==> src/scfc_cfg.svh <==
// Constants of the serial command frame checker: codes, characters, layout, limits.
// Assumes 8-bit characters from an external receiver and a 25 MHz clock.
`ifndef SCFC_CFG_SVH
`define SCFC_CFG_SVH

// ==========================================================
// Error codes sent back in the negative reply
`define SCFC_E_SYS 16'h0001
`define SCFC_E_DATA 16'h0011
`define SCFC_E_CMD 16'h0021
`define SCFC_E_TYPE 16'h0031
`define SCFC_E_AREA 16'h1132
`define SCFC_E_SIZE 16'h1232
`define SCFC_E_DTYPE 16'h2432
`define SCFC_E_FMT 16'h7132
`define SCFC_E_RANGE 16'h2232
`define SCFC_E_MEXE 16'h0190
`define SCFC_E_MREG 16'h0290
`define SCFC_E_FORM 16'h6001
`define SCFC_E_LINE 16'h6010
`define SCFC_E_TMO 16'h6020
`define SCFC_E_SYN 16'h6030
`define SCFC_E_LEN 16'h6040
`define SCFC_E_BCC 16'h6050
`define SCFC_E_NONE 16'h0000

// ==========================================================
// Characters
`define SCFC_ENQ 8'h05
`define SCFC_EOT 8'h04
`define SCFC_ACK 8'h06
`define SCFC_NAK 8'h15
`define SCFC_ETX 8'h03
`define SCFC_PCT 8'h25
`define SCFC_ASC_0 8'h30
`define SCFC_ASC_9 8'h39
`define SCFC_ASC_UA 8'h41
`define SCFC_ASC_UF 8'h46
`define SCFC_ASC_LA 8'h61
`define SCFC_ASC_LF 8'h66
`define SCFC_ASC_HEX_OFS 8'h37
`define SCFC_ASC_LHEX_OFS 8'h57
`define SCFC_UPPER_MASK 8'hDF

// ==========================================================
// Field positions within the frame text and least text lengths
`define SCFC_FLD_N 14
`define SCFC_P_STN 0
`define SCFC_P_CMD 2
`define SCFC_P_TYP 3
`define SCFC_P_REG 5
`define SCFC_P_PCT 5
`define SCFC_P_AREA 6
`define SCFC_P_DTY 7
`define SCFC_P_ADR 8
`define SCFC_P_CNT 12
`define SCFC_LEN_STS 9'd5
`define SCFC_LEN_MON 9'd7
`define SCFC_LEN_RW 9'd14

// ==========================================================
// Limits and timing
`define SCFC_MAX_TEXT 9'd256
`define SCFC_MAX_CNT 8'h80
`define SCFC_MAX_REG 8'h09
`define SCFC_AREA_LIM 16'h0400
`define SCFC_TIMEOUT_US 1000
`define SCFC_CLK_KHZ 25000
`define SCFC_TIMEOUT_CYC ((`SCFC_TIMEOUT_US * `SCFC_CLK_KHZ) / 1000)
`define SCFC_BUF_DEPTH 2
`define SCFC_RPL_ACK_LAST 3'h3
`define SCFC_RPL_NAK_LAST 3'h7

`endif

==> src/scfc_pkg.sv <==
// Types and shared conversions of the serial command frame checker.
// Assumes scfc_cfg.svh is on the include path.
`include "scfc_cfg.svh"

package scfc_pkg;

    // ==========================================================
    // Types
    typedef enum logic [4:0] {
        ST_IDLE = 5'h01,
        ST_BODY = 5'h02,
        ST_BCC = 5'h04,
        ST_CHECK = 5'h08,
        ST_REPLY = 5'h10
    } scfc_state_e;

    typedef logic [7:0] scfc_byte_t;

    typedef struct packed {
        scfc_state_e st;
        logic [8:0] pos;
        logic [`SCFC_FLD_N-1:0][7:0] fld;
        logic [7:0] sum;
        logic [7:0] bcc;
        logic bcc_n;
        logic [15:0] tmr;
        logic line_f;
        logic len_f;
        logic syn_f;
        logic bcc_f;
        logic rx_rdy;
        logic exec;
        logic err_vld;
        logic [15:0] err_code;
        logic start;
        logic nak;
        scfc_byte_t cmd;
        scfc_byte_t area;
        logic [15:0] addr;
        scfc_byte_t cnt;
    } scfc_top_s;

    typedef struct packed {
        logic busy;
        logic [2:0] idx;
        logic nak;
        logic [15:0] stn;
        logic [15:0] code;
    } scfc_rpl_s;

    // ==========================================================
    // Conversions
    // Valid flag in bit 4, value in the low nibble
    function automatic logic [4:0] hex_val(input scfc_byte_t c);
        if (c >= `SCFC_ASC_0 && c <= `SCFC_ASC_9) begin
            hex_val = {1'b1, 4'(c - `SCFC_ASC_0)};
        end else if (c >= `SCFC_ASC_UA && c <= `SCFC_ASC_UF) begin
            hex_val = {1'b1, 4'(c - `SCFC_ASC_HEX_OFS)};
        end else if (c >= `SCFC_ASC_LA && c <= `SCFC_ASC_LF) begin
            hex_val = {1'b1, 4'(c - `SCFC_ASC_LHEX_OFS)};
        end else begin
            hex_val = 5'h00;
        end
    endfunction

    function automatic scfc_byte_t nib_asc(input logic [3:0] n);
        if (n > 4'h9) begin
            nib_asc = 8'({4'h0, n}) + `SCFC_ASC_HEX_OFS;
        end else begin
            nib_asc = 8'({4'h0, n}) + `SCFC_ASC_0;
        end
    endfunction

endpackage

==> src/scfc_strm_if.sv <==
// Byte stream between the reply sender and the transmit buffer.
// Assumes both ends share one clock; a byte moves when valid and ready are high.
interface scfc_strm_if;
    logic valid;
    logic ready;
    logic [7:0] data;

    modport src (output valid, output data, input ready);
    modport snk (input valid, input data, output ready);
endinterface

==> src/scfc_buf.sv <==
// Two-entry transmit buffer; the head entry drives the outputs directly.
// Assumes a single clock and a synchronous active-high reset.
`include "scfc_cfg.svh"

module scfc_buf #(
    parameter int unsigned DEPTH = `SCFC_BUF_DEPTH
) (
    // Clock and reset
    input wire logic clock_i,
    input wire logic rst_i,
    // Filling side
    scfc_strm_if.snk in_s,
    // Draining side
    output logic tx_valid_o,
    output logic [7:0] tx_data_o,
    input wire logic tx_ready_i
);

    typedef struct packed {
        logic [DEPTH-1:0] vld;
        logic [DEPTH-1:0][7:0] mem;
    } scfc_buf_s;

    scfc_buf_s q, d;

    // ==========================================================
    // Shift down on pop, write into the lowest free slot on push
    always_comb begin
        int w;
        w = 0;
        d = q;
        if (q.vld[0] && tx_ready_i) begin
            for (int i = 0; i < DEPTH - 1; i++) begin
                d.vld[i] = q.vld[i+1];
                d.mem[i] = q.mem[i+1];
            end
            d.vld[DEPTH-1] = 1'b0;
        end
        // Full is judged before the pop so the ready path stays short
        if (in_s.valid && !q.vld[DEPTH-1]) begin
            for (int i = DEPTH - 1; i >= 0; i--) begin
                if (!d.vld[i]) begin
                    w = i;
                end
            end
            d.vld[w] = 1'b1;
            d.mem[w] = in_s.data;
        end
    end

    always_ff @(posedge clock_i) begin
        if (rst_i) begin
            q <= '0;
        end else begin
            q <= d;
        end
    end

    assign in_s.ready = !q.vld[DEPTH-1];
    assign tx_valid_o = q.vld[0];
    assign tx_data_o = q.mem[0];

endmodule

==> src/scfc_reply.sv <==
// Reply sender: ACK or NAK, echoed station, error code digits for NAK, then ETX.
// Assumes start_i is a one-cycle pulse given only while busy_o is low.
`include "scfc_cfg.svh"

module scfc_reply (
    // Clock and reset
    input wire logic clock_i,
    input wire logic rst_i,
    // Request
    input wire logic start_i,
    input wire logic nak_i,
    input wire logic [15:0] stn_i,
    input wire logic [15:0] code_i,
    output logic busy_o,
    // Byte stream out
    scfc_strm_if.src out_s
);

    scfc_pkg::scfc_rpl_s q, d;
    logic [2:0] last;

    assign last = q.nak ? `SCFC_RPL_NAK_LAST : `SCFC_RPL_ACK_LAST;

    // ==========================================================
    // Sequencer
    always_comb begin
        d = q;
        if (!q.busy) begin
            if (start_i) begin
                d.busy = 1'b1;
                d.idx = 3'h0;
                d.nak = nak_i;
                d.stn = stn_i;
                d.code = code_i;
            end
        end else if (out_s.ready) begin
            if (q.idx == last) begin
                d.busy = 1'b0;
            end else begin
                d.idx = q.idx + 3'h1;
            end
        end
    end

    always_ff @(posedge clock_i) begin
        if (rst_i) begin
            q <= '0;
        end else begin
            q <= d;
        end
    end

    always_comb begin
        case (q.idx)
            3'h0: out_s.data = q.nak ? `SCFC_NAK : `SCFC_ACK;
            3'h1: out_s.data = q.stn[15:8];
            3'h2: out_s.data = q.stn[7:0];
            3'h3: out_s.data = q.nak ? scfc_pkg::nib_asc(q.code[15:12]) : `SCFC_ETX;
            3'h4: out_s.data = scfc_pkg::nib_asc(q.code[11:8]);
            3'h5: out_s.data = scfc_pkg::nib_asc(q.code[7:4]);
            3'h6: out_s.data = scfc_pkg::nib_asc(q.code[3:0]);
            default: out_s.data = `SCFC_ETX;
        endcase
    end

    assign out_s.valid = q.busy;
    assign busy_o = q.busy;

endmodule

==> src/scfc_top.sv <==
// Serial command frame checker: receives a frame, checks it, answers ACK or NAK.
// Assumes received bytes and line error flags arrive synchronous to clock_i.
//
// Overview of operation
// - Unreachable system interface gives code 0001.
// - Failed ASCII to number conversion gives code 0011.
// - Only write, read, monitor register, execute, status letters, any case; else 0021.
// - Command type must be SS or SB; else 0031.
// - Area letter must be one of nine areas; else 1132.
// - Data count zero or above 128 gives 1232.
// - Only bit and word data types; others give 2432.
// - Device name must start with percent; else 7132.
// - Address or address plus count beyond the area gives 2232.
// - Monitor register number above 9 gives 0290 registering, 0190 executing.
// - Device form unsupported by the command gives 6001.
// - Receiver overrun or character framing error gives 6010.
// - No byte for the timeout period while a frame is open gives 6020.
// - Frame opens with ENQ, closes with EOT; bad syntax gives 6030.
// - Frame text above 256 bytes gives 6040.
// - Block check mismatch gives 6050.
`include "scfc_cfg.svh"

module scfc_top #(
    parameter int unsigned TIMEOUT_CYC = `SCFC_TIMEOUT_CYC,
    parameter logic [15:0] AREA_LIMIT = `SCFC_AREA_LIM
) (
    // Clock and reset
    input wire logic clock_i,
    input wire logic rst_i,
    // Receiver
    input wire logic rx_valid_i,
    input wire logic [7:0] rx_data_i,
    input wire logic rx_overrun_i,
    input wire logic rx_frame_err_i,
    output logic rx_ready_o,
    // System interface
    input wire logic sys_ready_i,
    // Accepted command
    output logic exec_o,
    output logic [7:0] cmd_o,
    output logic [7:0] area_o,
    output logic [15:0] addr_o,
    output logic [7:0] count_o,
    // Rejection
    output logic err_valid_o,
    output logic [15:0] err_code_o,
    // Reply bytes
    output logic tx_valid_o,
    output logic [7:0] tx_data_o,
    input wire logic tx_ready_i
);

    localparam logic [15:0] TMO_LIM = 16'(TIMEOUT_CYC);

    scfc_pkg::scfc_top_s q, d;
    scfc_strm_if rpl_s ();
    logic rpl_busy;

    function automatic logic dec_ok(input logic [7:0] c);
        dec_ok = (c >= `SCFC_ASC_0) && (c <= `SCFC_ASC_9);
    endfunction

    function automatic logic [15:0] dec_val(input logic [7:0] c);
        dec_val = {8'h00, c - `SCFC_ASC_0};
    endfunction

    // ==========================================================
    // Field decode
    logic [7:0] cmd_up, area_c, dty_c;
    logic cmd_ok, is_rw, is_mon, is_exe, type_ok, blk_type;
    logic [4:0] stn_h, stn_l, cnt_h, cnt_l, reg_h, reg_l, bcc_h, bcc_l;
    logic stn_ok, cnt_num_ok, reg_num_ok, adr_ok, area_ok, dty_ok, pct_ok, short_f;
    logic [7:0] cnt_v, reg_v;
    logic [15:0] adr_v, end_v, chk_code;
    logic syn_all, frame_ok, pre_ok;

    assign cmd_up = q.fld[`SCFC_P_CMD] & `SCFC_UPPER_MASK;
    assign is_rw = (cmd_up == "W") || (cmd_up == "R");
    assign is_mon = (cmd_up == "X") || (cmd_up == "Y");
    assign is_exe = (cmd_up == "Y");
    assign cmd_ok = is_rw || is_mon || (cmd_up == "S");
    assign blk_type = (q.fld[`SCFC_P_TYP+1] == "B");
    assign type_ok = (q.fld[`SCFC_P_TYP] == "S")
                     && (blk_type || (q.fld[`SCFC_P_TYP+1] == "S"));

    assign stn_h = scfc_pkg::hex_val(q.fld[`SCFC_P_STN]);
    assign stn_l = scfc_pkg::hex_val(q.fld[`SCFC_P_STN+1]);
    assign cnt_h = scfc_pkg::hex_val(q.fld[`SCFC_P_CNT]);
    assign cnt_l = scfc_pkg::hex_val(q.fld[`SCFC_P_CNT+1]);
    assign reg_h = scfc_pkg::hex_val(q.fld[`SCFC_P_REG]);
    assign reg_l = scfc_pkg::hex_val(q.fld[`SCFC_P_REG+1]);
    assign bcc_h = scfc_pkg::hex_val(q.bcc);
    assign bcc_l = scfc_pkg::hex_val(rx_data_i);
    assign stn_ok = stn_h[4] && stn_l[4];
    assign cnt_num_ok = cnt_h[4] && cnt_l[4];
    assign reg_num_ok = reg_h[4] && reg_l[4];
    assign cnt_v = {cnt_h[3:0], cnt_l[3:0]};
    assign reg_v = {reg_h[3:0], reg_l[3:0]};
    assign adr_ok = dec_ok(q.fld[`SCFC_P_ADR]) && dec_ok(q.fld[`SCFC_P_ADR+1])
                    && dec_ok(q.fld[`SCFC_P_ADR+2]) && dec_ok(q.fld[`SCFC_P_ADR+3]);
    assign adr_v = 16'(dec_val(q.fld[`SCFC_P_ADR]) * 16'd1000
                   + dec_val(q.fld[`SCFC_P_ADR+1]) * 16'd100
                   + dec_val(q.fld[`SCFC_P_ADR+2]) * 16'd10
                   + dec_val(q.fld[`SCFC_P_ADR+3]));
    assign end_v = adr_v + {8'h00, cnt_v};

    assign pct_ok = (q.fld[`SCFC_P_PCT] == `SCFC_PCT);
    assign area_c = q.fld[`SCFC_P_AREA];
    assign area_ok = (area_c == "P") || (area_c == "M") || (area_c == "L")
                     || (area_c == "K") || (area_c == "T") || (area_c == "C")
                     || (area_c == "F") || (area_c == "D") || (area_c == "S");
    assign dty_c = q.fld[`SCFC_P_DTY];
    assign dty_ok = (dty_c == "X") || (dty_c == "W");

    // Too short for its command counts as bad frame syntax
    assign short_f = q.pos < (is_rw ? `SCFC_LEN_RW : is_mon ? `SCFC_LEN_MON : `SCFC_LEN_STS);
    assign syn_all = q.syn_f || short_f;
    assign frame_ok = !q.line_f && !q.len_f && !syn_all && !q.bcc_f;
    assign pre_ok = frame_ok && sys_ready_i && cmd_ok && type_ok && stn_ok;

    // ==========================================================
    // Check order: frame-level first, then content
    assign chk_code =
        q.line_f ? `SCFC_E_LINE :
        q.len_f ? `SCFC_E_LEN :
        syn_all ? `SCFC_E_SYN :
        q.bcc_f ? `SCFC_E_BCC :
        !sys_ready_i ? `SCFC_E_SYS :
        !cmd_ok ? `SCFC_E_CMD :
        !type_ok ? `SCFC_E_TYPE :
        !stn_ok ? `SCFC_E_DATA :
        is_mon ? (!reg_num_ok ? `SCFC_E_DATA :
                  reg_v > `SCFC_MAX_REG ? (is_exe ? `SCFC_E_MEXE : `SCFC_E_MREG) :
                  `SCFC_E_NONE) :
        !is_rw ? `SCFC_E_NONE :
        !pct_ok ? `SCFC_E_FMT :
        !area_ok ? `SCFC_E_AREA :
        !dty_ok ? `SCFC_E_DTYPE :
        !(adr_ok && cnt_num_ok) ? `SCFC_E_DATA :
        (cnt_v == 8'h00 || cnt_v > `SCFC_MAX_CNT) ? `SCFC_E_SIZE :
        (blk_type && dty_c == "X") ? `SCFC_E_FORM :
        (end_v > AREA_LIMIT) ? `SCFC_E_RANGE :
        `SCFC_E_NONE;

    // ==========================================================
    // Frame sequencer
    always_comb begin
        d = q;
        d.exec = 1'b0;
        d.err_vld = 1'b0;
        d.start = 1'b0;
        case (q.st)
            scfc_pkg::ST_IDLE: begin
                d.rx_rdy = 1'b1;
                // Anything before ENQ is line noise and is dropped
                if (rx_valid_i && q.rx_rdy && rx_data_i == `SCFC_ENQ) begin
                    d.st = scfc_pkg::ST_BODY;
                    d.pos = '0;
                    d.sum = rx_data_i;
                    d.tmr = '0;
                    d.line_f = 1'b0;
                    d.len_f = 1'b0;
                    d.syn_f = 1'b0;
                    d.bcc_f = 1'b0;
                    d.bcc_n = 1'b0;
                end
            end
            scfc_pkg::ST_BODY, scfc_pkg::ST_BCC: begin
                d.tmr = q.tmr + 16'h0001;
                if (rx_overrun_i || rx_frame_err_i) begin
                    d.line_f = 1'b1;
                end
                if (q.tmr >= TMO_LIM) begin
                    d.st = scfc_pkg::ST_REPLY;
                    d.rx_rdy = 1'b0;
                    d.err_vld = 1'b1;
                    d.err_code = q.line_f ? `SCFC_E_LINE : `SCFC_E_TMO;
                    d.nak = 1'b1;
                    d.start = 1'b1;
                end else if (rx_valid_i) begin
                    d.tmr = '0;
                    if (q.st == scfc_pkg::ST_BODY) begin
                        d.sum = q.sum + rx_data_i;
                        if (rx_data_i == `SCFC_EOT) begin
                            d.st = scfc_pkg::ST_BCC;
                        end else begin
                            if (rx_data_i == `SCFC_ENQ) begin
                                d.syn_f = 1'b1;
                            end
                            if (q.pos < 9'(`SCFC_FLD_N)) begin
                                d.fld[q.pos[3:0]] = rx_data_i;
                            end
                            // Position saturates; later bytes only keep the flag up
                            if (q.pos == `SCFC_MAX_TEXT) begin
                                d.len_f = 1'b1;
                            end else begin
                                d.pos = q.pos + 9'h001;
                            end
                        end
                    end else if (!q.bcc_n) begin
                        d.bcc = rx_data_i;
                        d.bcc_n = 1'b1;
                    end else begin
                        d.bcc_f = !(bcc_h[4] && bcc_l[4]
                                    && {bcc_h[3:0], bcc_l[3:0]} == q.sum);
                        d.st = scfc_pkg::ST_CHECK;
                        d.rx_rdy = 1'b0;
                    end
                end
            end
            scfc_pkg::ST_CHECK: begin
                d.st = scfc_pkg::ST_REPLY;
                d.start = 1'b1;
                if (chk_code != `SCFC_E_NONE) begin
                    d.err_vld = 1'b1;
                    d.err_code = chk_code;
                    d.nak = 1'b1;
                end else begin
                    d.exec = 1'b1;
                    d.nak = 1'b0;
                    d.cmd = cmd_up;
                    d.area = area_c;
                    d.addr = adr_v;
                    d.cnt = cnt_v;
                end
            end
            scfc_pkg::ST_REPLY: begin
                // Reply is handed fully to the transmit buffer before the next frame is taken
                if (!rpl_busy && !q.start) begin
                    d.st = scfc_pkg::ST_IDLE;
                    d.rx_rdy = 1'b1;
                end
            end
            default: begin
                d.st = scfc_pkg::ST_IDLE;
            end
        endcase
    end

    always_ff @(posedge clock_i) begin
        if (rst_i) begin
            q <= '{st: scfc_pkg::ST_IDLE, default: '0};
        end else begin
            q <= d;
        end
    end

    // ==========================================================
    // Reply path
    scfc_reply u_reply (
        .clock_i(clock_i),
        .rst_i(rst_i),
        .start_i(q.start),
        .nak_i(q.nak),
        .stn_i({q.fld[`SCFC_P_STN], q.fld[`SCFC_P_STN+1]}),
        .code_i(q.err_code),
        .busy_o(rpl_busy),
        .out_s(rpl_s.src)
    );

    scfc_buf #(
        .DEPTH(`SCFC_BUF_DEPTH)
    ) u_buf (
        .clock_i(clock_i),
        .rst_i(rst_i),
        .in_s(rpl_s.snk),
        .tx_valid_o(tx_valid_o),
        .tx_data_o(tx_data_o),
        .tx_ready_i(tx_ready_i)
    );

    assign rx_ready_o = q.rx_rdy;
    assign exec_o = q.exec;
    assign cmd_o = q.cmd;
    assign area_o = q.area;
    assign addr_o = q.addr;
    assign count_o = q.cnt;
    assign err_valid_o = q.err_vld;
    assign err_code_o = q.err_code;
endmodule

==> config.mk <==
export PLATFORM = sky130hd
export DESIGN_NAME = scfc_top
export DESIGN_NICKNAME = d
export VERILOG_FILES = /design/src/scfc_pkg.sv /design/src/scfc_strm_if.sv /design/src/scfc_buf.sv /design/src/scfc_reply.sv /design/src/scfc_top.sv
export VERILOG_INCLUDE_DIRS = /design/src
export SDC_FILE = /design/constraint.sdc
export NUM_CORES = 1
export LEC_CHECK = 0
export BUFFER_PORTS_ARGS = -buffer_cell sky130_fd_sc_hd__buf_2
export CAP_MARGIN = 20
export CORE_UTILIZATION = 55
export CTS_CLUSTER_SIZE = 30
export DETAILED_ROUTE_END_ITERATION = 10
export PLACE_DENSITY = 0.73
export SLEW_MARGIN = 10
export SYNTH_ARGS = -nofsm -noshare
export SYNTH_HDL_FRONTEND = slang
export SYNTH_SLANG_ARGS = --single-unit
==> constraint.sdc <==
create_clock -name clock_i -period 14 [get_ports clock_i]
set_clock_uncertainty 0.2 [all_clocks]
set_input_delay 0.7 -clock clock_i [delete_from_list [all_inputs] [get_ports clock_i]]
set_output_delay 0.7 -clock clock_i [all_outputs]
set_load 0.01 [all_outputs]
==> impl_summary.md <==
Setup path
The slowest stage of the critical path is the sky130_fd_sc_hd__fa_1 cell. STA classifies the critical path startpoint as a flop. At the worst endpoint, the required time is 14.23 ns.

The data arrival time of the critical path is 8.38 ns. The setup slack of the worst register-to-register path is roughly 6 ns. The most numerous cell on the critical path is sky130_fd_sc_hd__inv_1. The critical path capture point type is a flop. The delay contributed by the slowest stage of the critical path is 0.55 ns. The critical path class is reg2reg. The origin of the critical flop-to-flop path is q[166]. The endpoint identified for the worst register-to-register timing path is count_o[4]. The worst register-to-register path has a depth of 28. Along the worst path, the maximum fanout reaches 31.

Detailed routing
The routed wire length is between 40000 and 50000 um. The first TritonRoute pass finished after 5 iterations. Dividing the detail-routed wire length by the instance count gives 17.5 um. For this block, the initial DRC count from the detailed router was 1048. Dividing the detail-routed via count by the number of cells gives 5.87. Once detail routing completed, the nets flagged for antenna violations numbered 0.

The number of remaining DRC errors is 0. Detailed routing inserted a total of 14600 vias.

Yosys
In this run, synthesis inferred 0 flip-flops with an integrated enable. A synthesized cell averages 8.34 sq um. The xor-xnor portion of the synthesized cell area is 4.55%. The main combinational cell family by area after synthesis is simple AND/OR/NAND/NOR gates. The share of synthesized area in the top cell type comes to 30.8%. The synthesized netlist devotes 15.6% of its cell area to adder and majority cells. In the synthesized netlist, mux cells make up 6.29% of the area. The warning count from the yosys run is 0. The most frequently used flop master after synthesis is sky130_fd_sc_hd__dfxtp_1.

In the synthesized netlist the async set-or-reset flop fraction comes to 0%. Synthesis inferred ~270 register bits. In this run, distinct cell masters in the synthesized netlist total 97. The top cell type by total area after synthesis is sky130_fd_sc_hd__dfxtp_1. The synthesized netlist devotes 16.9% of its cell area to compound gates. The share of synthesized area occupied by flip-flops and latches is 30.8%. After synthesis, the cell types taking the most area are sky130_fd_sc_hd__dfxtp_1 (31%), sky130_fd_sc_hd__ha_1 (11%), sky130_fd_sc_hd__mux2i_1 (5.8%), sky130_fd_sc_hd__nand2_1 (5.3%), sky130_fd_sc_hd__a21oi_1 (5.1%).

The cell area that synthesis handed to floorplanning was 17500 sq um. The area share of and/or/nand/nor cells after synthesis is 18.3%. The cell count after synthesis is 2098.

GRT
The global router's overall resource usage is around a quarter. The number of global-route vias before repair is 14000. The wire length of the first global-routing pass is 71000 um. Global routing finished with a remaining overflow of 0.

The initial antenna violation count is 1. Entering global routing, the biggest net connects about 110 pins.

Clocking
After clock tree synthesis, the setup repair step added 0 buffers. The clock slew at the register clock pins of the worst setup and hold paths is 0.06 ns. The clock latency on the worst-skew pair is 0.56 ns. Counting along the longest clock path gives a buffer depth of 3. The tree is rooted in a sky130_fd_sc_hd__clkbuf_16.

The number of hold buffers added after CTS was 0. The total number of clock tree sinks is 269. The level count of the clock H-tree is 1. The number of cells upsized or downsized after cts is 0.

Clock tree synthesis inserted a total of 28 buffers. The clock tree from TritonCTS is done.

Power
Power spread over the standard cell area amounts to 91.7 nW/um^2. VDD sags by at most 0.102 mV. The reported leakage power is roughly 7.4 nW. Overall power consumption after layout is estimated at approximately 1.7 mW.

Floorplanning
The floorplan has 64 rows. The core region is 30900 sq um. The die width is 180 um. For this configuration, the core starts out at a cell density of 56.6%. The die covers 32500 sq um. The I/O pin count is 83.

The die span in y is 180 um.

Timing
The count of pins over their slew limit is 0. In the post-route analysis, the smallest setup slack over all paths is 5.85 ns. Of the available clock period, the critical path in the final layout requires 58.2%.

The relative slew slack is 27.7%. After routing, the total negative slack on setup checks comes to 0 ns. For this run, the top clock speed supported by timing is 123 MHz. Setup violations remaining at the end of the flow were counted as 0. The final number of hold-violating endpoints was 0. Subtracting the final worst setup slack from the clock period gives 8.15 ns.

Setup repair after global routing left no endpoint under its margin. The final hold slack is 0.253 ns. At the pin with the least slew margin, the transition time is 1.08 ns.

Placement
The congestion estimate from routability-driven global placement came to just over 0.9. The worst slack at placement is 5.59 ns. After detailed placement, the total cell area comes to 17600 sq um. The number of buffers inserted by port buffering is 77. Detailed placement finished with a half-perimeter wire length of 31300 um.

Final layout
Counting the fill cells in the layout gives 2784. For this run, the post-layout net count is 2275. The most frequent standard cell in the layout excluding fill and tap cells is sky130_fd_sc_hd__dfxtp_1. The share of final-layout standard cells stronger than drive strength 1 is about 8%. After routing the design area is 18600 sq um.

Relative to the synthesized area, the layout overhead comes to 6.08%. In the layout the commonest cells are sky130_fd_sc_hd__dfxtp_1 (269), sky130_fd_sc_hd__nand2_1 (248), sky130_fd_sc_hd__nor2_1 (197), sky130_fd_sc_hd__a21oi_1 (180), sky130_fd_sc_hd__ha_1 (154).

Worst hold path
For hold timing, the worst endpoint is addr_o[8]. Counting instances, the worst hold path has a depth of 2. The path class of the tightest hold or removal check is reg2reg. The launch instance of the worst min-delay path is addr_o[8].

Run status
The flow ran to the end, and the final reports show no timing, DRC or antenna violations.

Run
The max capacitance violation total is 0.
-- registers in the layout, indices dropped and copies added (netlist names) --
signal            count
exec_o                1
area_c                8
cmd_o                 7
cmd_up                7
err_valid_o           1
u_reply.busy_o        1
u_buf.tx_data_o       8
q                   141
addr_o               16
u_buf.tx_valid_o      1
err_code_o           12
dty_c                 8
u_buf.q               9
u_reply.q            32
area_o                8
count_o               8
rx_ready_o            1
-- metrics by stage --
step	util, %	instances
2_1_floorplan	-	2102
3_3_place_gp	57.0	2427
3_5_place_dp	57.0	2427
4_1_cts	59.8	2476
5_1_grt	60.0	2481
6_report	60.1	2483
-- worst max-delay path, delay by kind of cell (launching register included) --
kind,cells,cell delay [ns]
adder cells (fa/ha/maj),8,3.44
AND/OR/NAND/NOR,4,0.48
flip-flops,1,0.45
multiplexers,1,0.34
buffers and inverters,6,0.65
XOR/XNOR,4,1.13
AO/OA/AOI/OAI,5,1.33
-- power breakdown --
group	switching, mW	internal, mW	total, mW
registers	0.0176	0.779	0.796
clock network	0.306	0.413	0.719
logic	0.130	0.0576	0.188
-- worst max path at each step --
stage,startpoint,end,slack [ns],cells after the start
global route,q[166],addr_o[14],5.33,28
detailed placement,q[166],count_o[2],5.59,27
finish,q[166],count_o[4],5.85,28
floorplan,q[166],addr_o[14],6.75,27
global placement,q[166],addr_o[14],5.84,27
CTS,q[166],count_o[2],5.53,27
-- synth_stat cells, types with 5 or more instances --
cell type	n
sky130_fd_sc_hd__a2111oi_0	5
sky130_fd_sc_hd__a211o_1	5
sky130_fd_sc_hd__a211oi_1	24
sky130_fd_sc_hd__a21o_1	25
sky130_fd_sc_hd__a21oi_1	180
sky130_fd_sc_hd__a221oi_1	6
sky130_fd_sc_hd__a22oi_1	13
sky130_fd_sc_hd__a31oi_1	15
sky130_fd_sc_hd__and2_1	7
sky130_fd_sc_hd__and3_1	13
sky130_fd_sc_hd__buf_4	67
sky130_fd_sc_hd__clkbuf_1	81
sky130_fd_sc_hd__dfxtp_1	269
sky130_fd_sc_hd__fa_1	40
sky130_fd_sc_hd__ha_1	154
sky130_fd_sc_hd__inv_1	125
sky130_fd_sc_hd__mux2i_1	101
sky130_fd_sc_hd__nand2_1	248
sky130_fd_sc_hd__nand2b_1	17
sky130_fd_sc_hd__nand3_1	26
sky130_fd_sc_hd__nand3b_1	8
sky130_fd_sc_hd__nand4_1	18
sky130_fd_sc_hd__nor2_1	197
sky130_fd_sc_hd__nor2b_1	16
sky130_fd_sc_hd__nor3_1	33
sky130_fd_sc_hd__nor3b_1	6
sky130_fd_sc_hd__nor4_1	13
sky130_fd_sc_hd__nor4b_1	7
sky130_fd_sc_hd__o211ai_1	10
sky130_fd_sc_hd__o21a_1	8
sky130_fd_sc_hd__o21ai_0	107
sky130_fd_sc_hd__o21bai_1	15
sky130_fd_sc_hd__o22ai_1	12
sky130_fd_sc_hd__or2_2	8
sky130_fd_sc_hd__or3_1	15
sky130_fd_sc_hd__or4_1	6
sky130_fd_sc_hd__xnor2_1	52
sky130_fd_sc_hd__xor2_1	39
-- logic make-up (layout without fill, tap and decap cells) --
| family | after synthesis | after routing |
|---|---|---|
| fa+ha+maj | 194 | 194 |
| mux | 109 | 109 |
| simple gates | 675 | 675 |
| xor+xnor | 91 | 91 |
| compound gates | 477 | 477 |
| other cells | 1 | 7 |
| flops | 269 | 269 |
| buf+inv | 282 | 265 |
-- area by class of cell --
| type | count | area [sq um] | area share [%] |
|---|---|---|---|
| clock buffer | 42 | 803 | 4.33 |
| multi-input combinational | 1551 | 10800 | 58.2 |
| sequential | 269 | 5390 | 29.0 |
| timing repair buffer | 89 | 509 | 2.74 |
| clock inverter | 7 | 76.3 | 0.411 |
| tap | 396 | 495 | 2.67 |
| inverter | 127 | 477 | 2.57 |
| antenna | 2 | 5.00 | 0.0270 |
-- metal layers --
layer	up-vias	part of all wire [%]	track usage [%]
li1	7168	-	-
met1	6955	44	34.6
met2	365	47	44.6
met3	84	5.7	3.74
met4	0	3.2	9.47
met5	-	0	0
Power figures use the tool's default switching activity.
